`config.mk`:
```
export PLATFORM = sky130hd
export DESIGN_NAME = pcsic_top
export DESIGN_NICKNAME = d
export VERILOG_FILES = /design/src/hw/pcsic_pkg.sv /design/src/hw/pcsic_stack.sv /design/src/hw/pcsic_top.sv
export SDC_FILE = /design/constraint.sdc
export NUM_CORES = 1
export LEC_CHECK = 0
export ABC_AREA = 1
export BUFFER_PORTS_ARGS = -buffer_cell sky130_fd_sc_hd__buf_2
export CORE_ASPECT_RATIO = 0.9
export CORE_MARGIN = 5
export CORE_UTILIZATION = 55
export CTS_BUF_LIST = sky130_fd_sc_hd__clkbuf_4 sky130_fd_sc_hd__clkbuf_8
export CTS_CLUSTER_DIAMETER = 120
export DETAILED_ROUTE_END_ITERATION = 6
export PLACE_DENSITY = 0.74
export SETUP_SLACK_MARGIN = 0.1
export SYNTH_ARGS = -nofsm -noshare
export SYNTH_HDL_FRONTEND = slang
export SYNTH_SLANG_ARGS = --single-unit
```
`constraint.sdc`:
```
create_clock -name MCLK_I -period 5.5 [get_ports MCLK_I]
set_input_delay 0.275 -clock MCLK_I [delete_from_list [all_inputs] [get_ports MCLK_I]]
set_output_delay 0.275 -clock MCLK_I [all_outputs]
set_load 0.01 [all_outputs]
```
`src/hw/pcsic_pkg.sv`:
```
// shared constants and types of the pc, stack and interrupt control block
package pcsic_pkg;
    localparam int PC_W = 13;
    localparam int TGT_W = 11;
    localparam int DATA_W = 8;
    localparam int ADDR_W = 8;
    localparam int OFS_W = 7;
    localparam int HI_W = PC_W - DATA_W;
    localparam int STACK_DEPTH = 8;
    localparam int CHG_W = 4;

    // register offsets within one bank; both banks see the same storage
    localparam logic [OFS_W-1:0] OFS_INDIRECT_DATA_PORT = 7'h00;
    localparam logic [OFS_W-1:0] OFS_PROGRAM_COUNTER_LOW = 7'h02;
    localparam logic [OFS_W-1:0] OFS_INDIRECT_POINTER = 7'h04;
    localparam logic [OFS_W-1:0] OFS_PROGRAM_COUNTER_HIGH_LATCH = 7'h0a;
    localparam logic [OFS_W-1:0] OFS_INTERRUPT_CONTROL = 7'h0b;

    // interrupt_control fields
    localparam int BIT_GLOBAL_IRQ_ENABLE = 7;
    localparam int BIT_NVM_WRITE_DONE_IRQ_ENABLE = 6;
    localparam int BIT_TIMER_OVERFLOW_IRQ_ENABLE = 5;
    localparam int BIT_EXT_PIN_IRQ_ENABLE = 4;
    localparam int BIT_PIN_CHANGE_IRQ_ENABLE = 3;
    localparam int BIT_TIMER_OVERFLOW_FLAG = 2;
    localparam int BIT_EXT_PIN_IRQ_FLAG = 1;
    localparam int BIT_PIN_CHANGE_FLAG = 0;
    localparam logic [DATA_W-1:0] INTERRUPT_CONTROL_RESET = 8'h00;

    // page-select field of the high latch, and which latch bits feed pc<12:8>
    localparam int PAGE_LSB = 3;
    localparam int PAGE_W = 2;
    localparam logic [DATA_W-1:0] PAGE_IGNORE_MASK = 8'h07;

    localparam logic [DATA_W-1:0] ZERO_BYTE = 8'h00;
    localparam logic [PC_W-1:0] PC_RESET = 13'h0000;
    localparam logic [PC_W-1:0] PC_ONE = 13'h0001;
    localparam logic [PC_W-1:0] IRQ_VECTOR_DEFAULT = 13'h0004;

    // one instruction-level event from the execute logic; at most one bit set
    typedef struct packed {
        logic call;
        logic jump;
        logic ret;
        logic ret_irq;
        logic irq_ack;
        logic step;
        logic [TGT_W-1:0] target;
    } pcsic_cmd_t;
endpackage : pcsic_pkg

```
`src/hw/pcsic_stack.sv`:
```
// circular return-address stack
`timescale 1ns/1ps
module pcsic_stack #(
    parameter int DEPTH = pcsic_pkg::STACK_DEPTH,
    parameter int WIDTH = pcsic_pkg::PC_W
) (
    input wire logic clk_i,
    input wire logic rst_i,
    input wire logic push_i,
    input wire logic pop_i,
    input wire logic [WIDTH-1:0] push_data_i,
    output logic [WIDTH-1:0] top_o
);
    localparam int PTR_W = $clog2(DEPTH);

    // pointer wrap relies on plain overflow, so only power-of-two depths work
    if (DEPTH < 2 || (DEPTH & (DEPTH - 1)) != 0) begin : g_bad_depth
        $error("pcsic_stack: DEPTH must be a power of two, at least 2");
    end

    typedef struct packed {
        logic [DEPTH-1:0][WIDTH-1:0] entry;
        logic [PTR_W-1:0] ptr;
    } pcsic_stack_state_t;

    pcsic_stack_state_t state;
    pcsic_stack_state_t next_state;

    // pointer is invisible to software and nothing reports over/underflow
    assign top_o = state.entry[state.ptr - PTR_W'(1)];

    always_comb begin
        next_state = state;
        if (push_i) begin
            // wraps: push nine overwrites push one
            next_state.entry[state.ptr] = push_data_i;
            next_state.ptr = state.ptr + PTR_W'(1);
        end else if (pop_i) begin
            // wraps: pop nine returns what pop one did
            next_state.ptr = state.ptr - PTR_W'(1);
        end
    end

    always_ff @(posedge clk_i or posedge rst_i) begin
        if (rst_i) begin
            state <= '0;
        end else begin
            state <= next_state;
        end
    end
endmodule : pcsic_stack

```
`src/hw/pcsic_top.sv`:
```
// program counter, return stack, interrupt control and indirect addressing
`timescale 1ns/1ps
module pcsic_top #(
    parameter int STACK_DEPTH = pcsic_pkg::STACK_DEPTH,
    parameter logic [pcsic_pkg::PC_W-1:0] IRQ_VECTOR = pcsic_pkg::IRQ_VECTOR_DEFAULT
) (
    input wire logic MCLK_I,
    input wire logic RST_I,
    input wire logic [pcsic_pkg::ADDR_W-1:0] ADDR_I,
    input wire logic [pcsic_pkg::DATA_W-1:0] WDATA_I,
    input wire logic WR_I,
    input wire logic RD_I,
    output logic [pcsic_pkg::DATA_W-1:0] RDATA_O,
    input wire pcsic_pkg::pcsic_cmd_t CMD_I,
    input wire logic TIMER_OVF_I,
    input wire logic EXT_PIN_EVT_I,
    input wire logic NVM_DONE_FLAG_I,
    input wire logic [pcsic_pkg::CHG_W-1:0] CHG_PINS_I,
    input wire logic PORT_RD_I,
    output logic [pcsic_pkg::PC_W-1:0] PC_O,
    output logic IRQ_REQ_O,
    output logic [pcsic_pkg::ADDR_W-1:0] FILE_RADDR_O,
    input wire logic [pcsic_pkg::DATA_W-1:0] FILE_RDATA_I,
    output logic [pcsic_pkg::ADDR_W-1:0] FILE_WADDR_O,
    output logic [pcsic_pkg::DATA_W-1:0] FILE_WDATA_O,
    output logic FILE_WR_O
);
    localparam int PC_W = pcsic_pkg::PC_W;
    localparam int DATA_W = pcsic_pkg::DATA_W;
    localparam int ADDR_W = pcsic_pkg::ADDR_W;
    localparam int OFS_W = pcsic_pkg::OFS_W;
    localparam int HI_W = pcsic_pkg::HI_W;
    localparam int TGT_W = pcsic_pkg::TGT_W;
    localparam int CHG_W = pcsic_pkg::CHG_W;

    // the stack pointer wraps by overflow, so only power-of-two depths work
    if (STACK_DEPTH < 2 || (STACK_DEPTH & (STACK_DEPTH - 1)) != 0) begin : g_bad_depth
        $error("pcsic_top: STACK_DEPTH must be a power of two, at least 2");
    end
    // upper pages do not exist, so the vector must sit in page zero
    if (IRQ_VECTOR[PC_W-1:TGT_W] != '0) begin : g_bad_vector
        $error("pcsic_top: IRQ_VECTOR must lie below the first page boundary");
    end

    typedef struct packed {
        logic [DATA_W-1:0] interrupt_control;
        logic [DATA_W-1:0] program_counter_high_latch;
        logic [DATA_W-1:0] indirect_pointer;
        logic [PC_W-1:0] pc;
        logic [CHG_W-1:0] change_snapshot;
        logic [DATA_W-1:0] rdata;
        logic irq_req;
        logic [ADDR_W-1:0] file_waddr;
        logic [DATA_W-1:0] file_wdata;
        logic file_wr;
    } pcsic_state_t;

    pcsic_state_t state;
    pcsic_state_t next_state;

    logic [PC_W-1:0] stack_top;
    logic stack_push;
    logic stack_pop;

    // effective register offset, and whether an access went through the port
    logic via_port;
    logic [ADDR_W-1:0] eff_addr;
    logic [OFS_W-1:0] eff_ofs;
    logic eff_is_port;
    logic eff_local;
    logic [DATA_W-1:0] local_rdata;
    logic [DATA_W-1:0] latch_hi;
    logic [PC_W-1:0] loaded_target;
    logic pin_mismatch;
    logic [DATA_W-1:0] ic;

    // push on call or acknowledge, pop on either return kind
    assign stack_push = CMD_I.call | CMD_I.irq_ack;
    assign stack_pop = CMD_I.ret | CMD_I.ret_irq;

    pcsic_stack #(
        .DEPTH(STACK_DEPTH),
        .WIDTH(PC_W)
    ) u_stack (
        .clk_i(MCLK_I),
        .rst_i(RST_I),
        .push_i(stack_push),
        .pop_i(stack_pop),
        .push_data_i(state.pc),
        .top_o(stack_top)
    );

    always_comb begin
        // port offset in either bank redirects through the pointer
        via_port = ADDR_I[OFS_W-1:0] == pcsic_pkg::OFS_INDIRECT_DATA_PORT;
        eff_addr = via_port ? state.indirect_pointer : ADDR_I;
        eff_ofs = eff_addr[OFS_W-1:0];
        eff_is_port = eff_ofs == pcsic_pkg::OFS_INDIRECT_DATA_PORT;
        // bank bit dropped, so 0Bh and 8Bh land on one register
        unique case (eff_ofs)
            pcsic_pkg::OFS_INDIRECT_DATA_PORT,
            pcsic_pkg::OFS_PROGRAM_COUNTER_LOW,
            pcsic_pkg::OFS_INDIRECT_POINTER,
            pcsic_pkg::OFS_PROGRAM_COUNTER_HIGH_LATCH,
            pcsic_pkg::OFS_INTERRUPT_CONTROL: eff_local = 1'b1;
            default: eff_local = 1'b0;
        endcase
        unique case (eff_ofs)
            pcsic_pkg::OFS_PROGRAM_COUNTER_LOW: local_rdata = state.pc[DATA_W-1:0];
            pcsic_pkg::OFS_INDIRECT_POINTER: local_rdata = state.indirect_pointer;
            pcsic_pkg::OFS_PROGRAM_COUNTER_HIGH_LATCH: begin
                local_rdata = state.program_counter_high_latch;
            end
            pcsic_pkg::OFS_INTERRUPT_CONTROL: local_rdata = state.interrupt_control;
            // the port reads as zero when it points at itself
            default: local_rdata = pcsic_pkg::ZERO_BYTE;
        endcase
    end

    always_comb begin
        // page bits of the latch take no part in any load on this part
        latch_hi = state.program_counter_high_latch & pcsic_pkg::PAGE_IGNORE_MASK;
        // call and jump: 11-bit target, pc<12:11> zero since the page bits are masked
        loaded_target = {latch_hi[HI_W-1:TGT_W-DATA_W], CMD_I.target};
        pin_mismatch = |(CHG_PINS_I ^ state.change_snapshot);
    end

    always_comb begin
        next_state = state;
        next_state.file_wr = 1'b0;
        ic = state.interrupt_control;

        // counter sequencing; only the low byte is software visible
        if (CMD_I.call || CMD_I.jump) begin
            next_state.pc = loaded_target;
        end else if (CMD_I.irq_ack) begin
            next_state.pc = IRQ_VECTOR;
        end else if (stack_pop) begin
            next_state.pc = stack_top;
        end else if (CMD_I.step) begin
            next_state.pc = state.pc + pcsic_pkg::PC_ONE;
        end
        // a return from interrupt re-opens the global gate
        if (CMD_I.ret_irq) begin
            ic[pcsic_pkg::BIT_GLOBAL_IRQ_ENABLE] = 1'b1;
        end

        // the latch is never touched by push or pop
        if (WR_I) begin
            if (via_port) begin
                if (!eff_local) begin
                    // off-block target: forward, one cycle late but ordered
                    next_state.file_wr = 1'b1;
                    next_state.file_waddr = eff_addr;
                    next_state.file_wdata = WDATA_I;
                end
            end
            // writes that land on the port itself fall through as no-op
            if (eff_local && !eff_is_port) begin
                unique case (eff_ofs)
                    pcsic_pkg::OFS_PROGRAM_COUNTER_LOW: begin
                        // low byte write also loads 10:8 from the latch and clears 12:11
                        next_state.pc = {latch_hi[HI_W-1:0], WDATA_I};
                    end
                    pcsic_pkg::OFS_INDIRECT_POINTER: next_state.indirect_pointer = WDATA_I;
                    pcsic_pkg::OFS_PROGRAM_COUNTER_HIGH_LATCH: begin
                        next_state.program_counter_high_latch = WDATA_I;
                    end
                    pcsic_pkg::OFS_INTERRUPT_CONTROL: ic = WDATA_I;
                    default: ;
                endcase
            end
        end

        // flags set after the software write so a same-cycle event wins
        if (TIMER_OVF_I) begin
            ic[pcsic_pkg::BIT_TIMER_OVERFLOW_FLAG] = 1'b1;
        end
        if (EXT_PIN_EVT_I) begin
            ic[pcsic_pkg::BIT_EXT_PIN_IRQ_FLAG] = 1'b1;
        end
        // a standing mismatch keeps setting the flag until the port is read
        if (pin_mismatch) begin
            ic[pcsic_pkg::BIT_PIN_CHANGE_FLAG] = 1'b1;
        end
        next_state.interrupt_control = ic;
        if (PORT_RD_I) begin
            next_state.change_snapshot = CHG_PINS_I;
        end

        // enables gate only the request, never the flags
        next_state.irq_req = ic[pcsic_pkg::BIT_GLOBAL_IRQ_ENABLE] & (
            (ic[pcsic_pkg::BIT_NVM_WRITE_DONE_IRQ_ENABLE] & NVM_DONE_FLAG_I)
            | (ic[pcsic_pkg::BIT_TIMER_OVERFLOW_IRQ_ENABLE]
               & ic[pcsic_pkg::BIT_TIMER_OVERFLOW_FLAG])
            | (ic[pcsic_pkg::BIT_EXT_PIN_IRQ_ENABLE]
               & ic[pcsic_pkg::BIT_EXT_PIN_IRQ_FLAG])
            | (ic[pcsic_pkg::BIT_PIN_CHANGE_IRQ_ENABLE]
               & ic[pcsic_pkg::BIT_PIN_CHANGE_FLAG]));

        // read data stands only in the cycle after the strobe
        if (RD_I) begin
            if (eff_local) begin
                next_state.rdata = local_rdata;
            end else if (via_port) begin
                // file answers at the pointer address without waiting
                next_state.rdata = FILE_RDATA_I;
            end else begin
                next_state.rdata = pcsic_pkg::ZERO_BYTE;
            end
        end else begin
            next_state.rdata = pcsic_pkg::ZERO_BYTE;
        end
    end

    always_ff @(posedge MCLK_I or posedge RST_I) begin
        if (RST_I) begin
            state <= '0;
            // bit 0 is undefined by spec; it clears here for determinism
            state.interrupt_control <= pcsic_pkg::INTERRUPT_CONTROL_RESET;
            state.pc <= pcsic_pkg::PC_RESET;
        end else begin
            state <= next_state;
        end
    end

    assign RDATA_O = state.rdata;
    assign PC_O = state.pc;
    assign IRQ_REQ_O = state.irq_req;
    assign FILE_RADDR_O = state.indirect_pointer;
    assign FILE_WADDR_O = state.file_waddr;
    assign FILE_WDATA_O = state.file_wdata;
    assign FILE_WR_O = state.file_wr;
endmodule : pcsic_top

```
==> flow_summary.ini <==
[global_routing]
grt_pass1_vias = 7056
grt_max_degree = 67
grt_pass1_wl_mm = 38.0
grt_overflow_total = 0
antenna_found_initial = 0
grt_use_total_pct = 26.4

[cts]
clk_root_buffer_cell = clkbuf_8
numCtsBuffers = 17
cts_resized = 0
clock-sinks = 174
cts_tree = built
clkLatencyLatePin_ns = 0.48
htree_levels = 4
cts_buffer_depth = 2
clk_pin_slew_ns = 0.09

[sta]
post-route-period-util_pct = 48.9
slew_headroom_pct = 19.4
max_freq_mhz = 372
setup_tns_ns = 0
finClkSkew_ns = 0.0136
hold_violations = 0
rsz0062_at_grt = false
finalSetupViolCount = 0
fin_crit_ns = 2.69
tightest_slew_ns = 1.21
finalMaxSlewViolations = 0

[power]
total_leakage_power_nw = 4.66
vdd_ir_drop_max_uv = 295
pwr_density_cell_mw_per_mm2 = 505
p_total_mw = 4.74

[min_path]
hold_depth = 3
hp-class = input pin to register

[synthesis]
syn_nets = 1114
synth.avg_cell_area_sq_um = 8.20
seq_area_frac_synth_pct = 50.2
ys_async_sr_fraction_pct = 100
yosysWarnings = 0
ys_types = 44
ys_top_cells_by_area = dfrtp_1, nand2_1, o21ai_0, buf_4, nand3_1
synth_cells = 1058
synth_edf_count = 0
post-synth-top-area-fraction_pct = 50.2
yosysTopAreaCell = dfrtp_1
syn_area_sq_mm = 0.00868
ys_seq_elements = 174
ys.flop_type = dfrtp_1

[drt]
wl_per_cell_um = 18.1
drtIter0Drc = 802
antenna_left = 0
wl_mm = 23.5
drc = 0
vias = 7407
first_pass_iters = 6
avgViaCountPerCell = 5.69

[layout]
drive_gt1_share_pct = 15.7
postLayoutCellArea_sq_mm = 0.00939
antenna_cells = 0
area_delta_synth_final_pct = 8.20
fillers = 1349
fin_nets = 1143

[floorplanning]
io-pin-count = 100
die_w_um = 142
core_area_sq_mm = 0.0154
die_h_um = 129
start_util_pct = 56.2
dieArea_sq_mm = 0.0184
rows = 43

[worst_setup_path]
critPathRequiredTime_ns = 5.87
reg2reg_depth = 12
end_kind = register
worstSetupPathType = register to register
worstSetupStartpointType = register
worstPathArrival_ns = 3.06
path_max_fanout = 29

[placed_design]
gp_congestion = 0.910
port_buffers = 99
hpwl_mm = 15.7
dpl_cell_area_sq_mm = 0.00889

[run]
cap_viol_max_count = 0

[run_status]
status = finished, final reports clean
worst max-delay path, cell delays in order (launching register included):
cell and delay (ns):
dfrtp_1 0.44, inv_1 0.09, ha_1 0.29, inv_1 0.75, o21ai_0 0.22, nand2_1 0.11, nand2_1 0.05, nand3_1 0.12
o31ai_1 0.11, a22oi_1 0.17, nand2_1 0.07, o21ai_1 0.11, inv_1 0.06
power breakdown:
group          internal (mW)  switching (mW)  leakage (nW)
Clock                  0.596           0.505         0.242
Sequential              1.65           0.222          2.25
Combinational          0.588            1.19          2.17
Total                   2.83            1.91          4.66
repair_timing:
item / CTS / global route
buffers inserted: 0 / 0
hold buffers: 1 / 0
endpoints found under the hold margin: 52 / 0
synth_stat cells, types with 7 or more instances:
master    count
o21ai_1      27
buf_4        45
o21ai_0     148
inv_1        58
dfrtp_1     174
buf_6         7
nor2_1       51
a21oi_1      38
clkbuf_1     37
nand3_1      64
a22oi_1      10
nand2_1     309
worst paths after layout:
kind / from / to / slack [ns]
setup / recovery: u_stack.state[1] / PC_O[6] / 2.81
hold / removal: WDATA_I[3] / PC_O[3] / 0.02
setup reg to reg: u_stack.state[1] / PC_O[6] / 2.81
hold reg to reg: FILE_WADDR_O[4] / FILE_WADDR_O[4] / 0.49
max in group asynchronous: RST_I / u_stack.state[75] / 3.89
min in group asynchronous: RST_I / u_stack.state[29] / 0.37
metal layers:
metal	global-route usage, %	vias to the layer above	wire length, um
met5	0	-	0
met1	40.9	3543	10800
met4	6.82	0	350
met3	6.13	33	2220
li1	-	3494	-
met2	37.6	337	10100
through the flow:
stage / std cells / setup slack [ns] / utilization [%] / hold slack, ns
after detailed placement: 1269 / 2.80 / 57.6 / 0.360
after global placement: 1269 / 2.83 / 57.6 / 0.350
after floorplan: 1058 / 0.508 / - / 0.393
after CTS: 1301 / 2.81 / 60.8 / 0.0145
final: 1301 / 2.81 / 60.8 / 0.0189
after global routing: 1301 / 2.59 / 60.8 / 0.00581
sequential cells by signal, summed over array words and instances (netlist names):
| signal | count |
|---|---|
| PC_O | 13 |
| state | 17 |
| FILE_WDATA_O | 8 |
| FILE_RADDR_O | 8 |
| FILE_WR_O | 1 |
| latch_hi | 3 |
| RDATA_O | 8 |
| FILE_WADDR_O | 8 |
| IRQ_REQ_O | 1 |
| u_stack.state | 107 |
layout by cell type, fill, tap and decap left out, drive strengths merged, types with 2 or more instances in the layout:
| master | n |
|---|---|
| a21oi | 41 |
| a22oi | 10 |
| a32o | 3 |
| buf | 106 |
| bufinv | 6 |
| clkbuf | 17 |
| clkinv | 4 |
| dfrtp | 174 |
| ha | 3 |
| inv | 66 |
| mux2 | 4 |
| mux2i | 2 |
| nand2 | 316 |
| nand3 | 68 |
| nand4 | 2 |
| nor2 | 58 |
| nor3 | 6 |
| o211ai | 6 |
| o21ai | 181 |
| o221ai | 6 |
| o22ai | 3 |
| or2 | 2 |
| xor2 | 6 |
kinds of logic after synthesis:
group / Yosys count / share of synthesized area (%)
AO/OA/AOI/OAI: 255 / 16.3
AND/OR/NAND/NOR: 453 / 22.1
adder cells (fa/ha/maj): 3 / 0.433
multiplexers: 6 / 0.750
XOR/XNOR: 7 / 0.706
flip-flops: 174 / 50.2
buffers and inverters: 160 / 9.54
layout make-up:
class | instances | area [sq um] | area share [%]
timing repair buffer | 107 | 558 | 5.94
tap | 202 | 253 | 2.69
clock inverter | 14 | 254 | 2.70
inverter | 63 | 241 | 2.57
multi-input combinational | 724 | 3500 | 37.2
sequential | 174 | 4350 | 46.4
clock buffer | 17 | 234 | 2.49
Power figures use the tool's default switching activity.
